File: src/core/noa_cfg.svh
// register offsets, field positions, reset values and counts of the oscillator block
`ifndef NOA_CFG_SVH
`define NOA_CFG_SVH

// ------------------------------------------------------------
// register byte offsets on the apb bus
// ------------------------------------------------------------
`define NOA_OFS_CTRL 8'h00
`define NOA_OFS_CLK 8'h04
`define NOA_OFS_ACCL 8'h08
`define NOA_OFS_ACCH 8'h0C
`define NOA_OFS_ACCU 8'h10
`define NOA_OFS_INCL 8'h14
`define NOA_OFS_INCH 8'h18
`define NOA_OFS_INCU 8'h1C
`define NOA_OFS_FLAG 8'h20

// ------------------------------------------------------------
// field positions
// ------------------------------------------------------------
`define NOA_CTRL_EN 7
`define NOA_CTRL_OUT 5
`define NOA_CTRL_POL 4
`define NOA_CTRL_PFM 0
`define NOA_CLK_PWS_LO 5
`define NOA_CLK_CKS_LO 0
`define NOA_FLAG_IRQ 0

// ------------------------------------------------------------
// clock source codes, reset values and counts
// ------------------------------------------------------------
`define NOA_CKS_FAST 2'h0
`define NOA_CKS_SYSOSC 2'h1
`define NOA_CKS_LC1 2'h2
`define NOA_RST_VAL 32'h0000_0000
`define NOA_LOAD_EDGES 2'h2

`endif

File: src/core/noa_pkg.sv
// types shared by the oscillator block and its output stage
package noa_pkg;

   // software control fields of the oscillator
   typedef struct packed {
      logic enable;
      logic polarity;
      logic pfm;
      logic [1:0] clk_sel;
      logic [2:0] pulse_width;
   } noa_ctrl_s;

   // apb request from the master
   typedef struct packed {
      logic psel;
      logic penable;
      logic pwrite;
      logic [7:0] paddr;
      logic [31:0] pwdata;
   } noa_apb_req_s;

   // apb answer of the slave
   typedef struct packed {
      logic [31:0] prdata;
      logic pready;
      logic pslverr;
   } noa_apb_rsp_s;

endpackage

File: src/core/noa_out_stage.sv
// output stage: toggle flip-flop, pulse stretcher and polarity
`timescale 1ns/1ps
`default_nettype none

module noa_out_stage (
   // clock and reset
   input wire logic core_clk_in,
   input wire logic sys_rst_in,
   // events from the accumulator
   input wire logic osc_edge_in,
   input wire logic carry_in,
   // control
   input wire noa_pkg::noa_ctrl_s ctrl_in,
   // output
   output logic osc_out_out
);
   import noa_pkg::*;

   typedef struct packed {
      logic toggle;
      logic active;
      logic pending;
      logic [7:0] count;
      logic final_out;
   } noa_stage_s;

   noa_stage_s state;
   noa_stage_s next_state;
   logic raw;

   // ------------------------------------------------------------
   // next state
   // ------------------------------------------------------------
   always_comb begin
      next_state = state;
      if (!ctrl_in.enable) begin
         // a stopped oscillator parks its output inactive
         next_state.toggle = 1'b0;
         next_state.active = 1'b0;
         next_state.pending = 1'b0;
         next_state.count = 8'h00;
      end else if (osc_edge_in) begin
         if (carry_in) begin
            next_state.toggle = ~state.toggle;
         end
         if (state.pending) begin
            // pulse starts on the edge after the overflow
            next_state.active = 1'b1;
            next_state.count = 8'((9'h001 << ctrl_in.pulse_width) - 9'h001);
         end else if (state.active) begin
            if (state.count == 8'h00) begin
               next_state.active = 1'b0;
            end else begin
               next_state.count = state.count - 8'h01;
            end
         end
         next_state.pending = carry_in;
      end
      raw = ctrl_in.pfm ? next_state.active : next_state.toggle;
      next_state.final_out = raw ^ ctrl_in.polarity;
   end

   // ------------------------------------------------------------
   // registers
   // ------------------------------------------------------------
   always_ff @(posedge core_clk_in) begin
      if (sys_rst_in) begin
         state <= '0;
      end else begin
         state <= next_state;
      end
   end

   assign osc_out_out = state.final_out;

endmodule

`default_nettype wire

File: src/core/noa_core.sv
// numerically controlled oscillator: accumulator, increment buffers and apb registers
//
// Operation
// - 20-bit accumulator, three readable writable bytes
// - each input clock edge adds increment
// - adder carry is the overflow event
// - each overflow also gives an interrupt event
// - two-bit select picks one of three clocks
// - 20-bit increment in low, high, upper bytes
// - increment readable; internal buffers hidden
// - enabled: low write loads buffers, second edge
// - disabled: buffers load immediately on write
// - fixed duty mode toggles output per overflow
// - mode bit clear selects fixed duty mode
// - stretcher or toggle feeds output
// - pulse mode: active N periods after overflow
// - polarity bit inverts final output
// - reset clears every register to zero
// - overflow sets flag; software clears it
//
// ------------------------------------------------------------
// register map, one byte register per 32-bit word
// ------------------------------------------------------------
// 00 control: [7] enable, [5] output level (read only),
//    [4] polarity, [0] pulse mode; other bits read zero
// 04 clock: [7:5] pulse width code, [1:0] clock select
//    (0 fast internal, 1 system osc, 2 logic cell, 3 none)
// 08, 0c, 10 accumulator low, high, upper (upper bits 3:0)
// 14, 18, 1c increment low, high, upper (upper bits 3:0)
// 20 flag: [0] overflow flag; writing zero clears it,
//    writing one leaves it alone
// any other offset answers with pslverr and reads zero
//
// ------------------------------------------------------------
// behaviour a user must know
// ------------------------------------------------------------
// - the three sources are sampled as levels on the core clock,
//   so each must stay high and low for at least one core cycle;
//   faster sources alias and lose edges
// - changing the clock select while running may fake one edge
// - with the block running, only a low increment write arms the
//   buffer transfer; high and upper writes wait for it, which
//   keeps a half-written increment out of the adder
// - a software accumulator write wins over a same-cycle addition
// - an overflow in the cycle of a flag clear keeps the flag set
// - disabling clears the toggle and pulse state, so the output
//   parks at its inactive level, set by the polarity bit
//
// Our own choices: register access over APB and the address map.
`timescale 1ns/1ps
`default_nettype none

`include "noa_cfg.svh"

module noa_core #(
   parameter int ACC_W = 20
) (
   // clock and reset
   input wire logic core_clk_in,
   input wire logic sys_rst_in,
   // apb slave
   input wire noa_pkg::noa_apb_req_s apb_req_in,
   output noa_pkg::noa_apb_rsp_s apb_rsp_out,
   // candidate oscillator clocks, synchronous levels
   input wire logic fast_internal_osc_in,
   input wire logic sys_osc_clk_in,
   input wire logic logic_cell_one_out_in,
   // oscillator results
   output logic osc_out_out,
   output logic osc_irq_event_out,
   output logic osc_irq_flag_out
);
   import noa_pkg::*;

   // ------------------------------------------------------------
   // state
   // ------------------------------------------------------------
   typedef struct packed {
      noa_ctrl_s ctrl;
      logic [ACC_W-1:0] accum;
      logic [ACC_W-1:0] inc_reg;
      logic [ACC_W-1:0] inc_buf;
      logic load_pend;
      logic [1:0] load_cnt;
      logic irq_flag;
      logic irq_pulse;
      logic clk_prev;
      logic [31:0] rdata;
   } noa_state_s;

   noa_state_s state;
   noa_state_s next_state;

   logic sel_clk;
   logic osc_edge;
   logic [ACC_W:0] sum;
   logic carry;
   logic setup;
   logic access;
   logic wr;
   logic mapped;
   logic out_level;

   // ------------------------------------------------------------
   // helpers
   // ------------------------------------------------------------

   // replace one byte of a wide register, dropping bits above the width
   function automatic logic [ACC_W-1:0] put_byte(input logic [ACC_W-1:0] val,
                                               input logic [1:0] idx,
                                               input logic [7:0] data);
      logic [23:0] wide;
      wide = 24'(val);
      wide[idx*8 +: 8] = data;
      return wide[ACC_W-1:0];
   endfunction

   // pick one byte of a wide register, zero above the width
   function automatic logic [31:0] get_byte(input logic [ACC_W-1:0] val,
                                            input logic [1:0] idx);
      logic [23:0] wide;
      wide = 24'(val);
      return {24'h00_0000, wide[idx*8 +: 8]};
   endfunction

   // true for every offset this slave answers
   function automatic logic is_mapped(input logic [7:0] addr);
      return (addr == `NOA_OFS_CTRL) || (addr == `NOA_OFS_CLK) ||
             (addr == `NOA_OFS_ACCL) || (addr == `NOA_OFS_ACCH) ||
             (addr == `NOA_OFS_ACCU) || (addr == `NOA_OFS_INCL) ||
             (addr == `NOA_OFS_INCH) || (addr == `NOA_OFS_INCU) ||
             (addr == `NOA_OFS_FLAG);
   endfunction

   // true for the three increment byte offsets
   function automatic logic is_inc_addr(input logic [7:0] addr);
      return (addr == `NOA_OFS_INCL) || (addr == `NOA_OFS_INCH) ||
             (addr == `NOA_OFS_INCU);
   endfunction

   // ------------------------------------------------------------
   // clock selection and edge detection
   // ------------------------------------------------------------

   // sources are sampled as plain levels; switching the select can fake one edge
   always_comb begin
      unique case (state.ctrl.clk_sel)
         `NOA_CKS_FAST: sel_clk = fast_internal_osc_in;
         `NOA_CKS_SYSOSC: sel_clk = sys_osc_clk_in;
         `NOA_CKS_LC1: sel_clk = logic_cell_one_out_in;
         default: sel_clk = 1'b0; // reserved code: no clock, block stalls
      endcase
   end

   assign osc_edge = sel_clk & ~state.clk_prev;

   // ------------------------------------------------------------
   // adder
   // ------------------------------------------------------------

   // full adder; the carry leaves the top and the residue stays behind
   assign sum = {1'b0, state.accum} + {1'b0, state.inc_buf};
   assign carry = state.ctrl.enable & osc_edge & sum[ACC_W];

   // ------------------------------------------------------------
   // apb decode
   // ------------------------------------------------------------
   assign setup = apb_req_in.psel & ~apb_req_in.penable;
   assign access = apb_req_in.psel & apb_req_in.penable;
   assign mapped = is_mapped(apb_req_in.paddr);
   assign wr = access & apb_req_in.pwrite & mapped;

   // ------------------------------------------------------------
   // next state
   // ------------------------------------------------------------
   always_comb begin
      next_state = state;
      next_state.clk_prev = sel_clk;
      next_state.irq_pulse = 1'b0;

      // accumulator advances on each selected edge while enabled
      if (state.ctrl.enable && osc_edge) begin
         next_state.accum = sum[ACC_W-1:0];
      end

      // overflow raises the event and the sticky flag
      if (carry) begin
         next_state.irq_pulse = 1'b1;
      end

      // pending increment transfer counts osc edges; loads on the second
      if (state.load_pend && state.ctrl.enable && osc_edge) begin
         if (state.load_cnt == `NOA_LOAD_EDGES - 2'h1) begin
            next_state.inc_buf = state.inc_reg;
            next_state.load_pend = 1'b0;
            next_state.load_cnt = 2'h0;
         end else begin
            next_state.load_cnt = state.load_cnt + 2'h1;
         end
      end

      // read data is captured in the setup cycle, shown in the access cycle
      if (setup) begin
         unique case (apb_req_in.paddr)
            `NOA_OFS_CTRL: begin
               next_state.rdata = 32'h0000_0000;
               next_state.rdata[`NOA_CTRL_EN] = state.ctrl.enable;
               next_state.rdata[`NOA_CTRL_OUT] = out_level;
               next_state.rdata[`NOA_CTRL_POL] = state.ctrl.polarity;
               next_state.rdata[`NOA_CTRL_PFM] = state.ctrl.pfm;
            end
            `NOA_OFS_CLK: begin
               next_state.rdata = 32'h0000_0000;
               next_state.rdata[`NOA_CLK_PWS_LO +: 3] = state.ctrl.pulse_width;
               next_state.rdata[`NOA_CLK_CKS_LO +: 2] = state.ctrl.clk_sel;
            end
            `NOA_OFS_ACCL: next_state.rdata = get_byte(state.accum, 2'h0);
            `NOA_OFS_ACCH: next_state.rdata = get_byte(state.accum, 2'h1);
            `NOA_OFS_ACCU: next_state.rdata = get_byte(state.accum, 2'h2);
            `NOA_OFS_INCL: next_state.rdata = get_byte(state.inc_reg, 2'h0);
            `NOA_OFS_INCH: next_state.rdata = get_byte(state.inc_reg, 2'h1);
            `NOA_OFS_INCU: next_state.rdata = get_byte(state.inc_reg, 2'h2);
            `NOA_OFS_FLAG: next_state.rdata = {31'h0000_0000, state.irq_flag};
            default: next_state.rdata = 32'h0000_0000;
         endcase
      end

      // register writes take effect at the access edge
      if (wr) begin
         unique case (apb_req_in.paddr)
            `NOA_OFS_CTRL: begin
               next_state.ctrl.enable = apb_req_in.pwdata[`NOA_CTRL_EN];
               next_state.ctrl.polarity = apb_req_in.pwdata[`NOA_CTRL_POL];
               next_state.ctrl.pfm = apb_req_in.pwdata[`NOA_CTRL_PFM];
            end
            `NOA_OFS_CLK: begin
               next_state.ctrl.pulse_width = apb_req_in.pwdata[`NOA_CLK_PWS_LO +: 3];
               next_state.ctrl.clk_sel = apb_req_in.pwdata[`NOA_CLK_CKS_LO +: 2];
            end
            // software write to the accumulator beats a same-cycle addition
            `NOA_OFS_ACCL:
               next_state.accum = put_byte(state.accum, 2'h0, apb_req_in.pwdata[7:0]);
            `NOA_OFS_ACCH:
               next_state.accum = put_byte(state.accum, 2'h1, apb_req_in.pwdata[7:0]);
            `NOA_OFS_ACCU:
               next_state.accum = put_byte(state.accum, 2'h2, apb_req_in.pwdata[7:0]);
            `NOA_OFS_INCL: begin
               next_state.inc_reg = put_byte(state.inc_reg, 2'h0,
                                             apb_req_in.pwdata[7:0]);
               if (state.ctrl.enable) begin
                  // restart the two-edge wait; high and upper should be in place
                  next_state.load_pend = 1'b1;
                  next_state.load_cnt = 2'h0;
               end
            end
            `NOA_OFS_INCH:
               next_state.inc_reg = put_byte(state.inc_reg, 2'h1,
                                             apb_req_in.pwdata[7:0]);
            `NOA_OFS_INCU:
               next_state.inc_reg = put_byte(state.inc_reg, 2'h2,
                                             apb_req_in.pwdata[7:0]);
            `NOA_OFS_FLAG: begin
               // writing zero clears the flag
               if (!apb_req_in.pwdata[`NOA_FLAG_IRQ]) begin
                  next_state.irq_flag = 1'b0;
               end
            end
            default: begin
            end
         endcase
         // with the block stopped the buffers follow every increment write
         if (!state.ctrl.enable && is_inc_addr(apb_req_in.paddr)) begin
            next_state.inc_buf = next_state.inc_reg;
            next_state.load_pend = 1'b0;
            next_state.load_cnt = 2'h0;
         end
      end

      // an overflow in the clearing cycle still sets the flag
      if (carry) begin
         next_state.irq_flag = 1'b1;
      end
   end

   // ------------------------------------------------------------
   // registers
   // ------------------------------------------------------------
   always_ff @(posedge core_clk_in) begin
      if (sys_rst_in) begin
         state <= '0;
      end else begin
         state <= next_state;
      end
   end

   // ------------------------------------------------------------
   // output stage
   // ------------------------------------------------------------
   noa_out_stage u_out_stage (
      .core_clk_in(core_clk_in),
      .sys_rst_in(sys_rst_in),
      .osc_edge_in(osc_edge),
      .carry_in(carry),
      .ctrl_in(state.ctrl),
      .osc_out_out(out_level)
   );

   // ------------------------------------------------------------
   // outputs
   // ------------------------------------------------------------

   // zero-wait slave: the answer comes in the first access cycle
   always_comb begin
      apb_rsp_out.prdata = state.rdata;
      apb_rsp_out.pready = access;
      apb_rsp_out.pslverr = access & ~mapped;
   end

   assign osc_out_out = out_level;
   assign osc_irq_event_out = state.irq_pulse;
   assign osc_irq_flag_out = state.irq_flag;

endmodule

`default_nettype wire

File: config.mk
export PLATFORM = sky130hd
export DESIGN_NAME = noa_core
export DESIGN_NICKNAME = d
export VERILOG_FILES = /design/src/core/noa_pkg.sv /design/src/core/noa_out_stage.sv /design/src/core/noa_core.sv
export VERILOG_INCLUDE_DIRS = /design/src /design/src/core
export SDC_FILE = /design/constraint.sdc
export NUM_CORES = 1
export LEC_CHECK = 0
export BUFFER_PORTS_ARGS = -buffer_cell sky130_fd_sc_hd__buf_2
export CORE_ASPECT_RATIO = 0.9
export CORE_MARGIN = 3
export CORE_UTILIZATION = 65
export CTS_BUF_LIST = sky130_fd_sc_hd__clkbuf_8
export DETAILED_ROUTE_END_ITERATION = 8
export PLACE_DENSITY_LB_ADDON = 0.3
export SETUP_SLACK_MARGIN = 0.3
export SKIP_CTS_REPAIR_TIMING = 1
export SYNTH_ARGS = -nofsm -noshare
export SYNTH_HDL_FRONTEND = slang
export SYNTH_SLANG_ARGS = --single-unit
File: constraint.sdc
create_clock -name core_clk_in -period 4.33 [get_ports core_clk_in]
set_clock_uncertainty 0.05 [all_clocks]
set_input_delay 0.2165 -clock core_clk_in [delete_from_list [all_inputs] [get_ports core_clk_in]]
set_output_delay 0.2165 -clock core_clk_in [all_outputs]
set_load 0.02 [all_outputs]
==> impl_metrics.yaml, run 1 <==
floorplan:
  design.core.area_um2: 8890
  die_h_um: 98.2
  ios: 85
  initial_utilization_pct: 69.0
  num_rows: 32
  die-area_um2: 10600
  dieWidth_um: 108
timing:
  setup_viol: 0
  maxClockFrequency_mhz: 321
  worst_slack_ns: 1.21
  post-route-min-period_ns: 3.12
  hold_violations: 0
  grt_setup_unrepaired: "no"
  final.setup.tns_ns: 0
  worst_slew_pin_slew_ns: 0.928
  period_share_pct: 72.0
  slew_viol_final: 0
  slew_headroom_pct: 37.6
  hold_ws_ns: 0.118
logic_synthesis:
  syn_inst: 731
  async_reset_ff_share_pct: 0
  syn_avg_cell_area_um2: 8.39
  post_synth_and_or_nand_nor_area_fraction_pct: 19.2
  muxShareOfSynthArea_pct: 8.30
  synth.distinct_cells: 67
  yosysWarnings: 0
  synth-adder-area-share_pct: 4.61
  synthFlopType: "dfxtp_1"
  synth_compound_area_share_pct: 26.1
  syn_area_um2: 6130
  synth_xor_xnor_area_share_pct: 3.43
  synth_edf_count: 0
  synth_seq_area_share_pct: 30.7
  synth_seq_cells: 94
  synth_top_family_by_area: "compound AO/OA/AOI/OAI gates"
clocking:
  cts.sinks: 94
  clk_pin_slew_ns: 0.10
  tritoncts: "done"
  clockBufferDepth: 2
  numCtsBuffers: 9
  clock_latency_ns: 0.38
  cts-htree-levels: 3
  ctsRootBufferMaster: "clkbuf_8"
place:
  pre_cts_ws_ns: 1.33
  placed_area_um2: 6160
  dpl.hpwl_um: 12200
  portBuffers: 36
  place_inst: 838
  gp_congestion: 0.983
critical_path:
  crit_path_start_kind: "flop"
  worstReg2RegEnd: "state[90]$_SDFFE_PP0P_"
  critPathArrivalTime_ns: 3.33
  critPathCapture: "state[90]$_SDFFE_PP0P_"
  r2r_slack_ns: 1.21
  crit_required_ns: 4.54
  crit_path_end_kind: "flop"
  cp_max_fo: 4
  ff2ff_path_depth: 9
  reg2reg_from: "state[78]$_SDFFE_PP0P_"
  critical_path.startpoint: "state[78]$_SDFFE_PP0P_"
  path_class: "reg -> reg"
status:
  outcome: "finished, final reports clean"
final_layout:
  regArea_um2: 1880
  layout.nets: 800
  mostFrequentLayoutCell: "dfxtp_1"
  multi_input_area_um2: 3870
  layout-drive-gt1-share_pct: 11.4
  syn2layout_area_growth_pct: 3.75
  fin_area_um2: 6360
  layout_common_cells: "dfxtp_1, a211oi_1, nor2_1"
  finalNonFillerCells: 854
  fill_cells: 716
  diodes: 0
detailed_routing:
  num_vias: 5633
  wire_per_inst_um: 19.6
  dr.pass1.iters: 6
  antenna_left: 0
  drc: 0
  routed_wl_um: 16700
  drtIter0Drc: 567
  vias_per_cell: 6.60
flow_run:
  maxCapViolCount: 0
grt:
  overflow: 0
  grt_pass1_vias: 5114
  antenna_found_initial: 0
  grt_pass1_wl_um: 26800
  grtUsageTotal_pct: 31.8
  grt_max_degree: 44
power:
  p_per_area_nw_per_um2: 249
  p_leak_nw: 2.48
  ir_worst_vdd_mv: 0.260
min_path:
  min_path_cells: 3
  hold_path_class: "in -> reg"
[final cells by class]
cell class              count  share of cell area [%]
well taps                 119                    2.34
clock inverters             7                    1.28
flip-flops and latches     94                    29.6
repair buffers             43                    3.66
clock buffers               9                    1.95
multi-input cells         576                    60.9
inverters                   6                   0.354
[power by group]
group          total [mW]  leakage (nW)  switching (mW)  internal (mW)
Clock               0.612        0.0944           0.338          0.275
Sequential          0.868         0.757         0.00221          0.866
Combinational       0.103          1.63          0.0800         0.0233
Total                1.58          2.48           0.420           1.16
[state kept, by name, summed over array words and instances, names as in the netlist]
signal,count
state,72
u_out_stage.state,11
apb_rsp_out,8
osc_irq_event_out,1
osc_irq_flag_out,1
u_out_stage.osc_out_out,1
[logic make-up (layout without fill, tap and decap cells)]
logic type | after synthesis | after routing
mux | 48 | 48
xor+xnor | 24 | 24
simple gates | 226 | 226
other cells | 1 | 24
fa+ha+maj | 22 | 22
compound gates | 232 | 232
flops | 94 | 94
buf+inv | 84 | 65
[per-stage QoR]
stage	utilization (%)	total power, mW
after floorplan	-	0.974
after global placement	69.3	0.986
after detailed placement	69.3	0.988
after CTS	71.6	1.59
after global routing	71.6	1.63
final	71.6	1.58
[synth_stat cells (8+ instances only)]
| master | instances | area share (%) |
|---|---|---|
| clkbuf_1 | 28 | 1.7 |
| nor3_1 | 8 | 0.65 |
| a21o_1 | 22 | 2.7 |
| buf_2 | 8 | 0.65 |
| nand3_1 | 17 | 1.4 |
| mux2i_1 | 43 | 7.0 |
| ha_1 | 21 | 4.3 |
| a211oi_1 | 69 | 8.4 |
| o21ai_0 | 31 | 2.5 |
| a21oi_1 | 43 | 3.5 |
| nand2_1 | 51 | 3.1 |
| a31oi_1 | 11 | 1.1 |
| xnor2_1 | 16 | 2.3 |
| buf_4 | 36 | 4.4 |
| nor2_1 | 68 | 4.2 |
| dfxtp_1 | 94 | 31 |
| a22oi_1 | 11 | 1.3 |
| o211ai_1 | 8 | 0.98 |
| nor2b_1 | 30 | 3.1 |
| xor2_1 | 8 | 1.1 |
[worst max-delay path: stages (launching register included)]
cell and delay [ns]:
dfxtp_1 0.36, ha_1 0.23, fa_1 0.44, a211oi_1 0.30
o211ai_1 0.19, a41oi_1 0.47, o2bb2ai_1 0.27, xor2_1 0.15
and3_1 0.20, a2111oi_0 0.36
[per-layer routing]
metal	global-route usage, %	part of all wire, %
met1	45.5	42
met2	46.8	44
met3	6.21	11
met4	12.9	2.9
met5	0	0
[worst min-delay path by stage]
stage	from	endpoint	slack (ns)
final	apb_req_in[5]	state[83]$_SDFFE_PP0P_	0.12
after global routing	apb_req_in[2]	state[80]$_SDFFE_PP0P_	0.13
after floorplan	apb_req_in[7]	state[85]$_SDFFE_PP0P_	0.30
after global placement	apb_rsp_out[5]$_SDFFE_PP0P_	apb_rsp_out[5]$_SDFFE_PP0P_	0.39
after detailed placement	apb_rsp_out[4]$_SDFFE_PP0P_	apb_rsp_out[4]$_SDFFE_PP0P_	0.39
after CTS	apb_req_in[5]	state[83]$_SDFFE_PP0P_	0.09
Note: power is estimated with default switching activity, not from simulation.
==> run 2: changes to the inputs <==
CORE_UTILIZATION = 60   (was 65)
clock period = 2.9 ns   (was 4.33 ns; I/O delays follow)
==> run 2 against run 1 <==
Combinational power grew 55%. Final cell count grew 3.2%. Maximum frequency grew 17%. Critical path depth grew 1.
==> impl_metrics.yaml, run 2 (same netlist as run 1, synthesis figures left out) <==
timing:
  worst_slack_ns: 0.229
  hold_ws_ns: 0.0375
  slew_viol_final: 0
  worst_slew_pin_slew_ns: 0.974
  hold_violations: 0
  maxClockFrequency_mhz: 374
  final.setup.tns_ns: 0
  setup_viol: 0
  period_share_pct: 92.1
  post-route-min-period_ns: 2.67
  grt_setup_unrepaired: "yes"
  slew_headroom_pct: 34.8
detailed_routing:
  wire_per_inst_um: 20.1
  routed_wl_um: 17700
  antenna_left: 0
  vias_per_cell: 6.55
  num_vias: 5770
  drtIter0Drc: 621
  drc: 0
  dr.pass1.iters: 5
final_layout:
  layout_common_cells: "dfxtp_1, a211oi_1, nor2_1"
  largest_register: "state"
  largest_reg_flops: 72
  mostFrequentLayoutCell: "dfxtp_1"
  diodes: 0
  syn2layout_area_growth_pct: 7.61
  fill_cells: 821
  finalNonFillerCells: 881
  regArea_um2: 1880
  layout.nets: 821
  final_util_pct: 67.2
  fin_area_um2: 6600
  layout-drive-gt1-share_pct: 14.8
  multi_input_area_um2: 3910
clocking:
  ctsRootBufferMaster: "clkbuf_8"
  cts-htree-levels: 3
  numCtsBuffers: 9
  clock_latency_ns: 0.38
  clockBufferDepth: 2
  cts.sinks: 94
  tritoncts: "done"
  clk_pin_slew_ns: 0.09
critical_path:
  cp_max_fo: 4
  path_class: "reg -> reg"
  crit_path_start_kind: "flop"
  crit_required_ns: 3.13
  crit_path_end_kind: "flop"
  critPathArrivalTime_ns: 2.90
floorplan:
  design.core.area_um2: 9830
  initial_utilization_pct: 62.4
  num_rows: 34
  dieWidth_um: 113
  die-area_um2: 11500
  ios: 85
  die_h_um: 102
place:
  pre_cts_ws_ns: 0.155
  dpl.hpwl_um: 12800
  place_inst: 860
  gp_congestion: 1.02
  placed_area_um2: 6280
  portBuffers: 36
power:
  combPwrFrac_pct: 6.4
  seqPwrFrac_pct: 51.8
  switchingPower_mw: 0.605
  ir_worst_vdd_mv: 0.278
  p_leak_nw: 2.60
  internal_power_mw: 1.90
  p_per_area_nw_per_um2: 379
  swShare_pct: 24.2
  clockPowerShare_pct: 41.8
  power_mw: 2.50
grt:
  grt_pass1_vias: 5193
  grtUsageTotal_pct: 30.0
  grt_pass1_wl_um: 27600
  antenna_found_initial: 0
  overflow: 0
  grt_max_degree: 49
status:
  outcome: "finished, final reports clean"
flow_run:
  maxCapViolCount: 0
min_path:
  hold_path_class: "in -> reg"
[run 2: critical path, cell delays in order, from the launching register on]
cell       delay (ns)
dfxtp_2          0.35
ha_4             0.17
fa_2             0.41
a211oi_2         0.25
o211ai_1         0.16
a41oi_1          0.23
buf_4            0.18
o2bb2ai_1        0.15
xor2_1           0.09
and3_1           0.20
a2111oi_2        0.32
[run 2: worst paths after layout]
| path | endpoint | depth (start not counted) | slack [ns] | start |
|---|---|---|---|---|
| setup / recovery | state[90]$_SDFFE_PP0P_ | 10 | 0.23 | state[78]$_SDFFE_PP0P_ |
| hold reg to reg | apb_rsp_out[4]$_SDFFE_PP0P_ | 2 | 0.40 | apb_rsp_out[4]$_SDFFE_PP0P_ |
| setup reg to reg | state[90]$_SDFFE_PP0P_ | 10 | 0.23 | state[78]$_SDFFE_PP0P_ |
| hold / removal | state[81]$_SDFFE_PP0P_ | 3 | 0.04 | apb_req_in[3] |
[run 2: final cells by class]
cell class	count	share of cell area, %
Inverter	6	0.341
Clock buffer	9	1.88
Sequential cell	94	28.5
Timing Repair Buffer	64	5.91
Multi-Input combinational cell	576	59.3
Clock inverter	6	1.65
Tap cell	126	2.39
[run 2: layer usage]
layer / wire [µm] / GRT usage (%)
met1: 7600 / 40.8
met2: 8080 / 47.5
met3: 1540 / 5.62
met4: 452 / 12.1
met5: 0 / 0
[run 2: power groups by stage]
stage	Clock (mW)	Combinational (mW)	Sequential [mW]
floorplan	0	0.129	1.32
global placement	0	0.152	1.33
detailed placement	0	0.155	1.33
CTS	1.05	0.155	1.30
global route	1.10	0.169	1.30
finish	1.05	0.160	1.30
